[src/ucf_map.vh]
// Constants for one UART channel with hardware flow control.
// Assumes an 8-bit host data port and a 16x sample enable from outside.
`ifndef UCF_MAP_VH
`define UCF_MAP_VH
// Data port: channel N sits at N * stride, low nibble zero
`define UCF_CH_STRIDE 6'h10
`define UCF_DATA_OFS 4'h0
// Sample ticks per bit and to mid start bit
`define UCF_BIT_TICKS 4'hf
`define UCF_HALF_TICKS 4'h7
// Timeout: 4 words plus 12 bits, in bits
`define UCF_TO_WORDS 6'h04
`define UCF_TO_EXTRA 6'h0c
// Line control fields
`define UCF_LCR_WL 1:0
`define UCF_LCR_STOP2 2
`define UCF_LCR_PAREN 3
`define UCF_LCR_EVEN 4
// Modem control fields
`define UCF_MCR_DTR 0
`define UCF_MCR_RTS 1
`define UCF_MCR_SEL 2
// Enhanced feature fields
`define UCF_EFR_IEREN 4
`define UCF_EFR_ARTS 6
`define UCF_EFR_ACTS 7
// Interrupt enable fields
`define UCF_IER_RX 0
`define UCF_IER_TX 1
`define UCF_IER_REQ 6
`define UCF_IER_CLR 7
// Line status fields
`define UCF_LSR_DR 0
`define UCF_LSR_OE 1
`define UCF_LSR_ERR 4:2
`define UCF_LSR_THRE 5
`define UCF_LSR_TEMT 6
// Reset values
`define UCF_LSR_RST 8'h60
`define UCF_IERHI_RST 2'h0
`endif

[src/ucf_channel.v]
// One UART channel: transmit and receive paths, FIFOs, status, auto flow.
// Assumes a 16x sample enable pulse from an outside divider and host
// strobes synchronous to clk_sys. Control registers arrive as plain inputs.
//
// Contract
// Each transmitted bit lasts 16 sample ticks.
// Frame: start, data LSB first, optional parity, stop bit(s).
// In FIFO mode each data port write pushes one byte into 64-byte FIFO.
// Non-FIFO: holding-empty flag sets when byte moves to shift register.
// Non-FIFO: holding-empty raises transmit interrupt only if enabled.
// Transmitter-empty flag: shift register idle and transmit FIFO empty.
// FIFO mode: holding-empty flag set whenever transmit FIFO is empty.
// FIFO mode: transmit interrupt when fill below trigger and enabled.
// Start bit: falling edge, sample 8 ticks later, accept if low.
// Data and stop bits sampled mid-bit, same method.
// Receive FIFO 64 entries of 8 data plus 3 error tags.
// Host read pops FIFO and updates error status to next entry.
// Receive-ready interrupt per character or at trigger, if enabled.
// Timeout interrupt after 4 words plus 12 bits with data unread.
// Data port at channel offset; write loads, read unloads.
// Pair select, auto receive and auto transmit flow enables.
// Software starts auto flow by setting the selected request bit.
// Tables A-C: request high at next level up, low at next down.
// Table D: high at trigger plus hysteresis, low below minus.
// Receiver keeps storing until FIFO full despite request high.
// Clear input high stops transmit after current stop bit.
// Flow interrupt on request or clear transitions, enables gated.
// While suspended, transmit FIFO keeps bytes and accepts writes.
`timescale 1ns/100ps
`include "ucf_map.vh"

////////////////////////////////////////////////////////////////////////////
module ucf_fifo #(
  parameter WIDTH = 8,
  parameter DEPTH = 64,
  parameter AW = 6
) (
  // Clock and reset
  input wire clk_sys,
  input wire resetn,
  // Mode: one entry only when low
  input wire deepMode,
  // Fill side
  input wire inValid,
  output wire inReady,
  input wire [WIDTH-1:0] inData,
  // Drain side
  output wire outValid,
  input wire outReady,
  output wire [WIDTH-1:0] outData,
  output wire [AW:0] count
);
  reg [WIDTH-1:0] mem [0:DEPTH-1];
  reg [AW-1:0] wrPtr_r;
  reg [AW-1:0] rdPtr_r;
  reg [AW:0] count_r;
  wire [AW:0] limit = deepMode ? DEPTH[AW:0] : {{AW{1'b0}}, 1'b1};
  wire push = inValid & inReady;
  wire pop = outValid & outReady;

  assign inReady = count_r < limit;
  assign outValid = count_r != {(AW+1){1'b0}};
  assign outData = mem[rdPtr_r];
  assign count = count_r;

  always @(posedge clk_sys) begin
    if (push) begin
      mem[wrPtr_r] <= inData;
    end
  end

  always @(posedge clk_sys or negedge resetn) begin
    if (!resetn) begin
      wrPtr_r <= {AW{1'b0}};
      rdPtr_r <= {AW{1'b0}};
      count_r <= {(AW+1){1'b0}};
    end else begin
      if (push) begin
        wrPtr_r <= wrPtr_r + 1'b1;
      end
      if (pop) begin
        rdPtr_r <= rdPtr_r + 1'b1;
      end
      case ({push, pop})
        2'b10: count_r <= count_r + 1'b1;
        2'b01: count_r <= count_r - 1'b1;
        default: count_r <= count_r;
      endcase
    end
  end
endmodule // ucf_fifo

////////////////////////////////////////////////////////////////////////////
module ucf_channel #(
  parameter [1:0] CHANNEL = 2'h0
) (
  // Clock, reset, 16x sample enable
  input wire clk_sys,
  input wire resetn,
  input wire sampleTick,
  // Host data port
  input wire [5:0] hostAddr,
  input wire hostWr,
  input wire hostRd,
  input wire [7:0] hostWdata,
  output reg [7:0] hostRdata_r,
  output reg txReady_r,
  // Control register contents
  input wire fifoEnable,
  input wire [4:0] lineCtl,
  input wire [2:0] modemCtl,
  input wire [7:0] enhFeature,
  input wire [7:0] intEnable,
  input wire [3:0] hystLevel,
  input wire trigTableD,
  input wire [6:0] txTrig,
  input wire [6:0] rxTrig,
  input wire [6:0] rxTrigUp,
  input wire [6:0] rxTrigDown,
  input wire flowIrqClear,
  // Status
  output reg [7:0] lineStatus_r,
  output reg rxReadyIrq_r,
  output reg txEmptyIrq_r,
  output reg rxTimeoutIrq_r,
  output reg flowIrq_r,
  // Serial and modem pins
  output reg txd_r,
  input wire rxd,
  output reg rtsN_r,
  output reg dtrN_r,
  input wire ctsN,
  input wire dsrN
);
  localparam [4:0] S_IDLE = 5'h01;
  localparam [4:0] S_START = 5'h02;
  localparam [4:0] S_DATA = 5'h04;
  localparam [4:0] S_PAR = 5'h08;
  localparam [4:0] S_STOP = 5'h10;

  // Parity over the active data bits; odd parity inverts it
  function parBit;
    input [7:0] d;
    input [1:0] wl;
    input even;
    reg [7:0] m;
    begin
      m = 8'hff >> (2'h3 - wl);
      parBit = ^(d & m) ^ ~even;
    end
  endfunction

  wire [2:0] lastBit = {1'b1, lineCtl[`UCF_LCR_WL]};
  wire [3:0] nBits = {2'h0, lineCtl[`UCF_LCR_WL]} + 4'h5;

  //////////////////////////////////////////////////////////////////////////
  // Host port decode
  wire portHit = hostAddr == {CHANNEL, `UCF_DATA_OFS};
  wire hostWrHit = hostWr & portHit;
  wire hostRdHit = hostRd & portHit;

  //////////////////////////////////////////////////////////////////////////
  // Transmit FIFO
  wire txInReady;
  wire txValid;
  wire [7:0] txHead;
  wire [6:0] txCount;
  wire txLoad;

  ucf_fifo #(.WIDTH(8), .DEPTH(64), .AW(6)) txFifo (
    .clk_sys(clk_sys),
    .resetn(resetn),
    .deepMode(fifoEnable),
    .inValid(hostWrHit),
    .inReady(txInReady),
    .inData(hostWdata),
    .outValid(txValid),
    .outReady(txLoad),
    .outData(txHead),
    .count(txCount)
  );

  //////////////////////////////////////////////////////////////////////////
  // Flow control pin selection
  wire useDtr = modemCtl[`UCF_MCR_SEL];
  wire reqBit = useDtr ? modemCtl[`UCF_MCR_DTR] : modemCtl[`UCF_MCR_RTS];
  wire clrHigh = useDtr ? dsrN : ctsN;
  wire autoRx = enhFeature[`UCF_EFR_ARTS] & reqBit;
  wire txHold = enhFeature[`UCF_EFR_ACTS] & clrHigh;

  //////////////////////////////////////////////////////////////////////////
  // Transmitter
  reg [4:0] txState_r;
  reg [7:0] txShift_r;
  reg [3:0] txTick_r;
  reg [2:0] txBit_r;
  reg txPar_r;
  wire txBitEnd = sampleTick && txTick_r == `UCF_BIT_TICKS;

  // Next frame waits in idle while the far end holds us off
  assign txLoad = txState_r[0] & txValid & ~txHold;

  always @(posedge clk_sys or negedge resetn) begin
    if (!resetn) begin
      txState_r <= S_IDLE;
      txShift_r <= 8'h00;
      txTick_r <= 4'h0;
      txBit_r <= 3'h0;
      txPar_r <= 1'b0;
      txd_r <= 1'b1;
    end else begin
      if (sampleTick && !txState_r[0]) begin
        txTick_r <= txTick_r + 1'b1;
      end
      case (txState_r)
        S_IDLE: begin
          txd_r <= 1'b1;
          txTick_r <= 4'h0;
          if (txLoad) begin
            txShift_r <= txHead;
            txPar_r <= parBit(txHead, lineCtl[`UCF_LCR_WL], lineCtl[`UCF_LCR_EVEN]);
            txBit_r <= 3'h0;
            txd_r <= 1'b0;
            txState_r <= S_START;
          end
        end
        S_START: begin
          if (txBitEnd) begin
            txd_r <= txShift_r[0];
            txState_r <= S_DATA;
          end
        end
        S_DATA: begin
          if (txBitEnd) begin
            txShift_r <= {1'b0, txShift_r[7:1]};
            txBit_r <= txBit_r + 1'b1;
            if (txBit_r == lastBit) begin
              txBit_r <= 3'h0;
              txd_r <= lineCtl[`UCF_LCR_PAREN] ? txPar_r : 1'b1;
              txState_r <= lineCtl[`UCF_LCR_PAREN] ? S_PAR : S_STOP;
            end else begin
              txd_r <= txShift_r[1];
            end
          end
        end
        S_PAR: begin
          if (txBitEnd) begin
            txd_r <= 1'b1;
            txState_r <= S_STOP;
          end
        end
        S_STOP: begin
          if (txBitEnd) begin
            txBit_r <= 3'h1;
            if (txBit_r[0] || !lineCtl[`UCF_LCR_STOP2]) begin
              txState_r <= S_IDLE;
            end
          end
        end
        default: txState_r <= S_IDLE;
      endcase
    end
  end

  //////////////////////////////////////////////////////////////////////////
  // Receiver
  reg [4:0] rxState_r;
  reg [7:0] rxShift_r;
  reg [3:0] rxTick_r;
  reg [2:0] rxBit_r;
  reg rxPrev_r;
  reg rxParErr_r;
  reg rxPush_r;
  reg [10:0] rxEntry_r;
  reg overrun_r;
  wire rxInReady;
  wire rxValid;
  wire [10:0] rxHead;
  wire [6:0] rxCount;
  wire rxFall = rxPrev_r & ~rxd;
  wire rxMid = sampleTick && rxTick_r == `UCF_BIT_TICKS;
  wire rxHalf = sampleTick && rxTick_r == `UCF_HALF_TICKS;
  wire [7:0] rxAligned = rxShift_r >> (2'h3 - lineCtl[`UCF_LCR_WL]);
  wire rxParOne = lineCtl[`UCF_LCR_PAREN] & (rxParErr_r ^ ~lineCtl[`UCF_LCR_EVEN]);

  always @(posedge clk_sys or negedge resetn) begin
    if (!resetn) begin
      rxState_r <= S_IDLE;
      rxShift_r <= 8'h00;
      rxTick_r <= 4'h0;
      rxBit_r <= 3'h0;
      rxPrev_r <= 1'b1;
      rxParErr_r <= 1'b0;
      rxPush_r <= 1'b0;
      rxEntry_r <= 11'h000;
    end else begin
      rxPrev_r <= rxd;
      rxPush_r <= 1'b0;
      if (sampleTick) begin
        rxTick_r <= rxTick_r + 1'b1;
      end
      case (rxState_r)
        S_IDLE: begin
          rxTick_r <= 4'h0;
          if (rxFall) begin
            rxState_r <= S_START;
          end
        end
        S_START: begin
          if (rxHalf) begin
            rxTick_r <= 4'h0;
            rxBit_r <= 3'h0;
            rxParErr_r <= 1'b0;
            rxState_r <= rxd ? S_IDLE : S_DATA;
          end
        end
        S_DATA: begin
          if (rxMid) begin
            rxShift_r <= {rxd, rxShift_r[7:1]};
            rxBit_r <= rxBit_r + 1'b1;
            if (rxBit_r == lastBit) begin
              rxState_r <= lineCtl[`UCF_LCR_PAREN] ? S_PAR : S_STOP;
            end
          end
        end
        S_PAR: begin
          if (rxMid) begin
            rxParErr_r <= rxd ^ parBit(rxAligned, lineCtl[`UCF_LCR_WL], lineCtl[`UCF_LCR_EVEN]);
            rxState_r <= S_STOP;
          end
        end
        S_STOP: begin
          if (rxMid) begin
            // Break: data, parity and stop low; with zero data the parity bit equals its error flag, inverted for odd parity
            rxEntry_r <= {~rxd & ~|rxAligned & ~rxParOne, ~rxd, rxParErr_r, rxAligned};
            rxPush_r <= 1'b1;
            rxState_r <= S_IDLE;
          end
        end
        default: rxState_r <= S_IDLE;
      endcase
    end
  end

  // Entries keep their three tags so the status follows the head byte
  ucf_fifo #(.WIDTH(11), .DEPTH(64), .AW(6)) rxFifo (
    .clk_sys(clk_sys),
    .resetn(resetn),
    .deepMode(fifoEnable),
    .inValid(rxPush_r),
    .inReady(rxInReady),
    .inData(rxEntry_r),
    .outValid(rxValid),
    .outReady(hostRdHit),
    .outData(rxHead),
    .count(rxCount)
  );

  //////////////////////////////////////////////////////////////////////////
  // Receive timeout, counted in sample ticks
  reg [9:0] toCnt_r;
  reg toFlag_r;
  wire [9:0] toLimit = {({2'h0, nBits} * `UCF_TO_WORDS + `UCF_TO_EXTRA), 4'h0};

  always @(posedge clk_sys or negedge resetn) begin
    if (!resetn) begin
      toCnt_r <= 10'h000;
      toFlag_r <= 1'b0;
    end else begin
      if (rxPush_r || hostRdHit || !rxValid) begin
        toCnt_r <= 10'h000;
        toFlag_r <= 1'b0;
      end else if (sampleTick && !toFlag_r) begin
        toCnt_r <= toCnt_r + 1'b1;
        if (toCnt_r + 1'b1 == toLimit) begin
          toFlag_r <= 1'b1;
        end
      end
    end
  end

  //////////////////////////////////////////////////////////////////////////
  // Automatic request output with hysteresis
  reg reqHigh_r;
  reg [1:0] ierHi_r;
  reg reqPrev_r;
  reg clrPrev_r;
  wire [7:0] rxFill = {1'b0, rxCount};
  wire [7:0] hiLvl = trigTableD ? {1'b0, rxTrig} + {4'h0, hystLevel} : {1'b0, rxTrigUp};
  wire [7:0] loLvl = trigTableD ? {1'b0, rxTrig} - {4'h0, hystLevel} : {1'b0, rxTrigDown} + 8'h01;
  wire reqPin = autoRx ? reqHigh_r : ~reqBit;
  wire reqEdge = reqPin ^ reqPrev_r;
  wire clrEdge = clrHigh ^ clrPrev_r;

  always @(posedge clk_sys or negedge resetn) begin
    if (!resetn) begin
      reqHigh_r <= 1'b0;
      ierHi_r <= `UCF_IERHI_RST;
      reqPrev_r <= 1'b1;
      clrPrev_r <= 1'b1;
      flowIrq_r <= 1'b0;
      rtsN_r <= 1'b1;
      dtrN_r <= 1'b1;
    end else begin
      if (!autoRx) begin
        reqHigh_r <= 1'b0;
      end else if (rxFill >= hiLvl) begin
        reqHigh_r <= 1'b1;
      end else if (rxFill < loLvl) begin
        reqHigh_r <= 1'b0;
      end
      if (enhFeature[`UCF_EFR_IEREN]) begin
        ierHi_r <= {intEnable[`UCF_IER_CLR], intEnable[`UCF_IER_REQ]};
      end
      reqPrev_r <= reqPin;
      clrPrev_r <= clrHigh;
      // A new edge wins over a clear in the same cycle
      if ((reqEdge & ierHi_r[0]) | (clrEdge & ierHi_r[1])) begin
        flowIrq_r <= 1'b1;
      end else if (flowIrqClear) begin
        flowIrq_r <= 1'b0;
      end
      rtsN_r <= useDtr ? ~modemCtl[`UCF_MCR_RTS] : reqPin;
      dtrN_r <= useDtr ? reqPin : ~modemCtl[`UCF_MCR_DTR];
    end
  end

  //////////////////////////////////////////////////////////////////////////
  // Status, interrupts and read data
  wire thrEmpty = ~txValid;
  wire txIdle = txState_r[0] & thrEmpty;
  wire txIrq = fifoEnable ? ({1'b0, txCount} < {1'b0, txTrig}) : thrEmpty;
  wire rxIrq = fifoEnable ? ({1'b0, rxCount} >= {1'b0, rxTrig}) & rxValid : rxValid;

  always @(posedge clk_sys or negedge resetn) begin
    if (!resetn) begin
      hostRdata_r <= 8'h00;
      txReady_r <= 1'b0;
      overrun_r <= 1'b0;
      lineStatus_r <= `UCF_LSR_RST;
      rxReadyIrq_r <= 1'b0;
      txEmptyIrq_r <= 1'b0;
      rxTimeoutIrq_r <= 1'b0;
    end else begin
      txReady_r <= txInReady;
      if (hostRdHit) begin
        hostRdata_r <= rxHead[7:0];
      end
      // Character lost when no room is left; new loss beats the read clear
      if (rxPush_r && !rxInReady) begin
        overrun_r <= 1'b1;
      end else if (hostRdHit) begin
        overrun_r <= 1'b0;
      end
      lineStatus_r <= 8'h00;
      lineStatus_r[`UCF_LSR_DR] <= rxValid;
      lineStatus_r[`UCF_LSR_OE] <= overrun_r;
      lineStatus_r[`UCF_LSR_ERR] <= rxValid ? rxHead[10:8] : 3'h0;
      lineStatus_r[`UCF_LSR_THRE] <= thrEmpty;
      lineStatus_r[`UCF_LSR_TEMT] <= txIdle;
      txEmptyIrq_r <= txIrq & intEnable[`UCF_IER_TX];
      rxReadyIrq_r <= rxIrq & intEnable[`UCF_IER_RX];
      rxTimeoutIrq_r <= toFlag_r & intEnable[`UCF_IER_RX];
    end
  end
endmodule // ucf_channel

[config.mk]
export PLATFORM = sky130hd
export DESIGN_NAME = ucf_channel
export DESIGN_NICKNAME = d
export VERILOG_FILES = /design/src/ucf_channel.v
export VERILOG_INCLUDE_DIRS = /design/src
export SDC_FILE = /design/constraint.sdc
export NUM_CORES = 2
export LEC_CHECK = 0
export BUFFER_PORTS_ARGS = -buffer_cell sky130_fd_sc_hd__buf_2
export CAP_MARGIN = 20
export CORE_ASPECT_RATIO = 0.5
export CORE_MARGIN = 5
export CORE_UTILIZATION = 55
export DETAILED_ROUTE_END_ITERATION = 10
export GPL_TIMING_DRIVEN = 0
export PLACE_DENSITY = 0.79
export RECOVER_POWER = 50
export SYNTH_ARGS = -nofsm -noshare
export SYNTH_HDL_FRONTEND = slang
export SYNTH_HIERARCHICAL = 1
export SYNTH_SLANG_ARGS = --single-unit
export TNS_END_PERCENT = 50
[constraint.sdc]
create_clock -name clk_sys -period 4.2 [get_ports clk_sys]
set_clock_uncertainty 0.2 [all_clocks]
set_input_delay 0.84 -clock clk_sys [delete_from_list [all_inputs] [get_ports clk_sys]]
set_output_delay 0.84 -clock clk_sys [all_outputs]
set_load 0.02 [all_outputs]
==> results.cfg <==
[critical_path]
slowest_delay_ns = 0.57
cp.arrival_ns = 4.43
path_delay_family = simple AND/OR/NAND/NOR gates
crit_path_cell_trace = or4_4 > or3_1 > or2_2 > nand2_1 > a21oi_2 > o21a_1 > buf_2 > ha_2 > ha_1 > a21o_1 > a21o_1 > a21oi_1 > nor4_1 > or3b_2
cpMaxStageDelayCell = or4_4
crit_path_end_kind = register
cpMostUsedCell = a21o_1
start_kind = register
cp_max_fo = 7
required_ns = 4.60
crit_type = reg2reg
cp_num_buf_inv = 1

[die]
fp.dieH_um = 234
initial_utilization_pct = 55.4
fp.dieW_um = 459
design.portCount = 105
rows = 82
die_area_um2 = 108000
fp.coreArea_um2 = 100000

[clock_tree]
cts_made_buffers = 111
htreeDepth = 3
cts_setup_buffers = 0
cts_tree = built
clkTransAtPathRegs_ns = 0.07
clock_latency_ns = 0.73
cts_buffer_depth = 3
clock-sinks = 1349
cts_root_buffer = clkbuf_16

[cells_and_area]
antenna_cells = 0
seqCellArea_um2 = 39900
syn2layout_area_growth_pct = 11.0
nets = 3494
multiInputGateArea_um2 = 14500
fillers = 6970
drive_gt1_share_pct = 19.1
fin_util_pct = 61.5

[sta]
fmax_ghz = 0.248
maxSlewHeadroom_pct = -76.9
setup_viol = 0
maxSlewViolCount = 915
worst_slew_pin_slew_ns = 2.65
fin_crit_ns = 4.04
fin_tns_setup_ns = 0
finalCritPeriodShare_pct = 96.1
hold_viol_final = 0
grt_setup_unrepaired = no
fin_ws_ns = 0.163

[run_status]
failed_checks = max-capacitance violations, max-slew violations
status = finished with violations

[synth]
synth_edf_count = 1216
synthTopCellsByArea = edfxtp_1 66%, mux4_2 9.4%, dfrtp_1 5.6%
synth_cell_types = 92
synthMostInstantiatedCell = edfxtp_1
avgSynthCellArea_um2 = 17.9
ys_seq_area_share_pct = 71.9
ys_ff_latch = 1349
async_flop_share_pct = 9.86
netlist_area_um2 = 55400
synth_cells = 3093
yosys-top-cells-count = 1216 x edfxtp_1, 232 x mux4_2, 228 x mux2i_1
synth_top_cell_by_area = edfxtp_1
ys_warn_count = 6
synth_top_area_share_pct = 65.9
synthFlopType = edfxtp_1
syn-num-nets = 3241

[grt]
antenna_found_initial = 1
track_usage_pct = 24.5
grt_start_max_net_pins = 72
grt_pass1_wl_um = 194000
grt-ovfl-total = 0
first_global_vias = 29898

[pwr]
p_leak_nw = 21.1
ir_drop_mv = 0.389
powerDensity_nw_per_um2 = 524

[place]
finalWeightedCongestion = 0.951
dp_worst_setup_slack_ns = -0.730
portBuffers = 92
hpwl_um = 85600

[worst_hold_path]
hp-class = in2reg

[flow_run]
cap_violations = 20

[routing]
dr.pass1.iters = 5
wl_per_cell_um = 27.5
vias = 30398
wirelength_um = 132000
ant_nets = 0
dr.first_iter.drc_count = 3603
drc = 0
viasPerCell = 6.35
timing repair:
item | 4_1_cts | 5_1_grt
endpoints found under the hold margin | 62 | 0
gates resized for setup | 0 | 5
endpoints found under the setup margin | 0 | 3
hold buffers | 1 | 0
metrics by stage:
stage | hold WS [ns] | instance area [um^2] | instances | total power, mW
floorplan | 0.154 | 55400 | 3093 | 20.0
global placement | 0.165 | 57600 | 4529 | 21.9
detailed placement | 0.164 | 57900 | 4549 | 22.0
CTS | 0.0308 | 61600 | 4758 | 32.4
global route | 0.0441 | 61500 | 4785 | 33.5
finish | 0.0762 | 61500 | 4785 | 32.3
final timing paths:
check	slack (ns)	cells past startpoint	startpoint	to
max in group asynchronous	0.90	3	resetn	rxShift_r[5]
hold reg to reg	0.19	0	overrun_r	lineStatus_r[1]
setup reg to reg	0.16	14	txFifo/count[3]	txFifo/count[5]
hold / removal	0.08	2	modemCtl[0]	dtrN_r
setup / recovery	0.16	14	txFifo/count[3]	txFifo/count[5]
min in group asynchronous	0.91	2	resetn	lineStatus_r[4]
cells by family after synthesis:
| group | Yosys count | share of synthesized area, % |
|---|---|---|
| DFF | 1349 | 71.9 |
| adders and majority gates | 67 | 1.57 |
| AOI/OAI and AO/OA | 389 | 4.82 |
| and+or+nand+nor | 510 | 4.51 |
| buffers and inverters | 211 | 1.87 |
| xor gates and xnor gates | 87 | 1.37 |
| other | 1 | 0.00677 |
| muxes | 479 | 13.9 |
metal layers:
layer  routed length [um]  part of all wire, %  vias up  track usage, %
met5                    0                    0        -               0
met4                 5020                  3.8        0            7.91
met3                13900                   11      274            5.88
met2                61700                   47     1698            38.8
met1                51100                   39    15575            34.2
li1                     -                    -    12851               -
report_power, final:
group	switching, mW	internal [mW]
Combinational	3.93	2.86
Clock	4.74	5.71
Sequential	0.236	14.8
state kept, by name, indices dropped and copies added (netlist names), 2 cells and up:
| signal | cells |
|---|---|
| hostRdata_r | 8 |
| ierHi_r | 2 |
| lineStatus_r | 7 |
| rxBit_r | 3 |
| rxEntry_r | 11 |
| rxFifo/count | 7 |
| rxFifo/mem | 704 |
| rxFifo/rdPtr_r | 6 |
| rxFifo/wrPtr_r | 6 |
| rxShift_r | 8 |
| rxState_r | 5 |
| rxTick_r | 4 |
| toCnt_r | 10 |
| txBit_r | 3 |
| txFifo/count | 7 |
| txFifo/mem | 512 |
| txFifo/rdPtr_r | 6 |
| txFifo/wrPtr_r | 6 |
| txShift_r | 8 |
| txState_r | 5 |
| txTick_r | 4 |
placed cells by master, fill, tap and decap left out, types with 53 or more instances in the layout:
cell type / n
nor2_1: 191
a211oi_1: 62
dfrtp_1: 123
ha_1: 62
buf_2: 127
edfxtp_1: 1216
xnor2_1: 53
mux2i_1: 228
o22ai_1: 64
mux4_2: 232
clkbuf_16: 112
clkbuf_1: 107
nand2_1: 125
cell type report:
type	count	area share (%)
buffer	160	1.37
clock buffer	135	4.74
clock inverter	73	1.17
inverter	51	0.311
multi-input combinational	1533	23.6
sequential	1349	64.8
tap	1344	2.73
timing repair buffer	140	1.29
(Power assumes the default switching activity.)
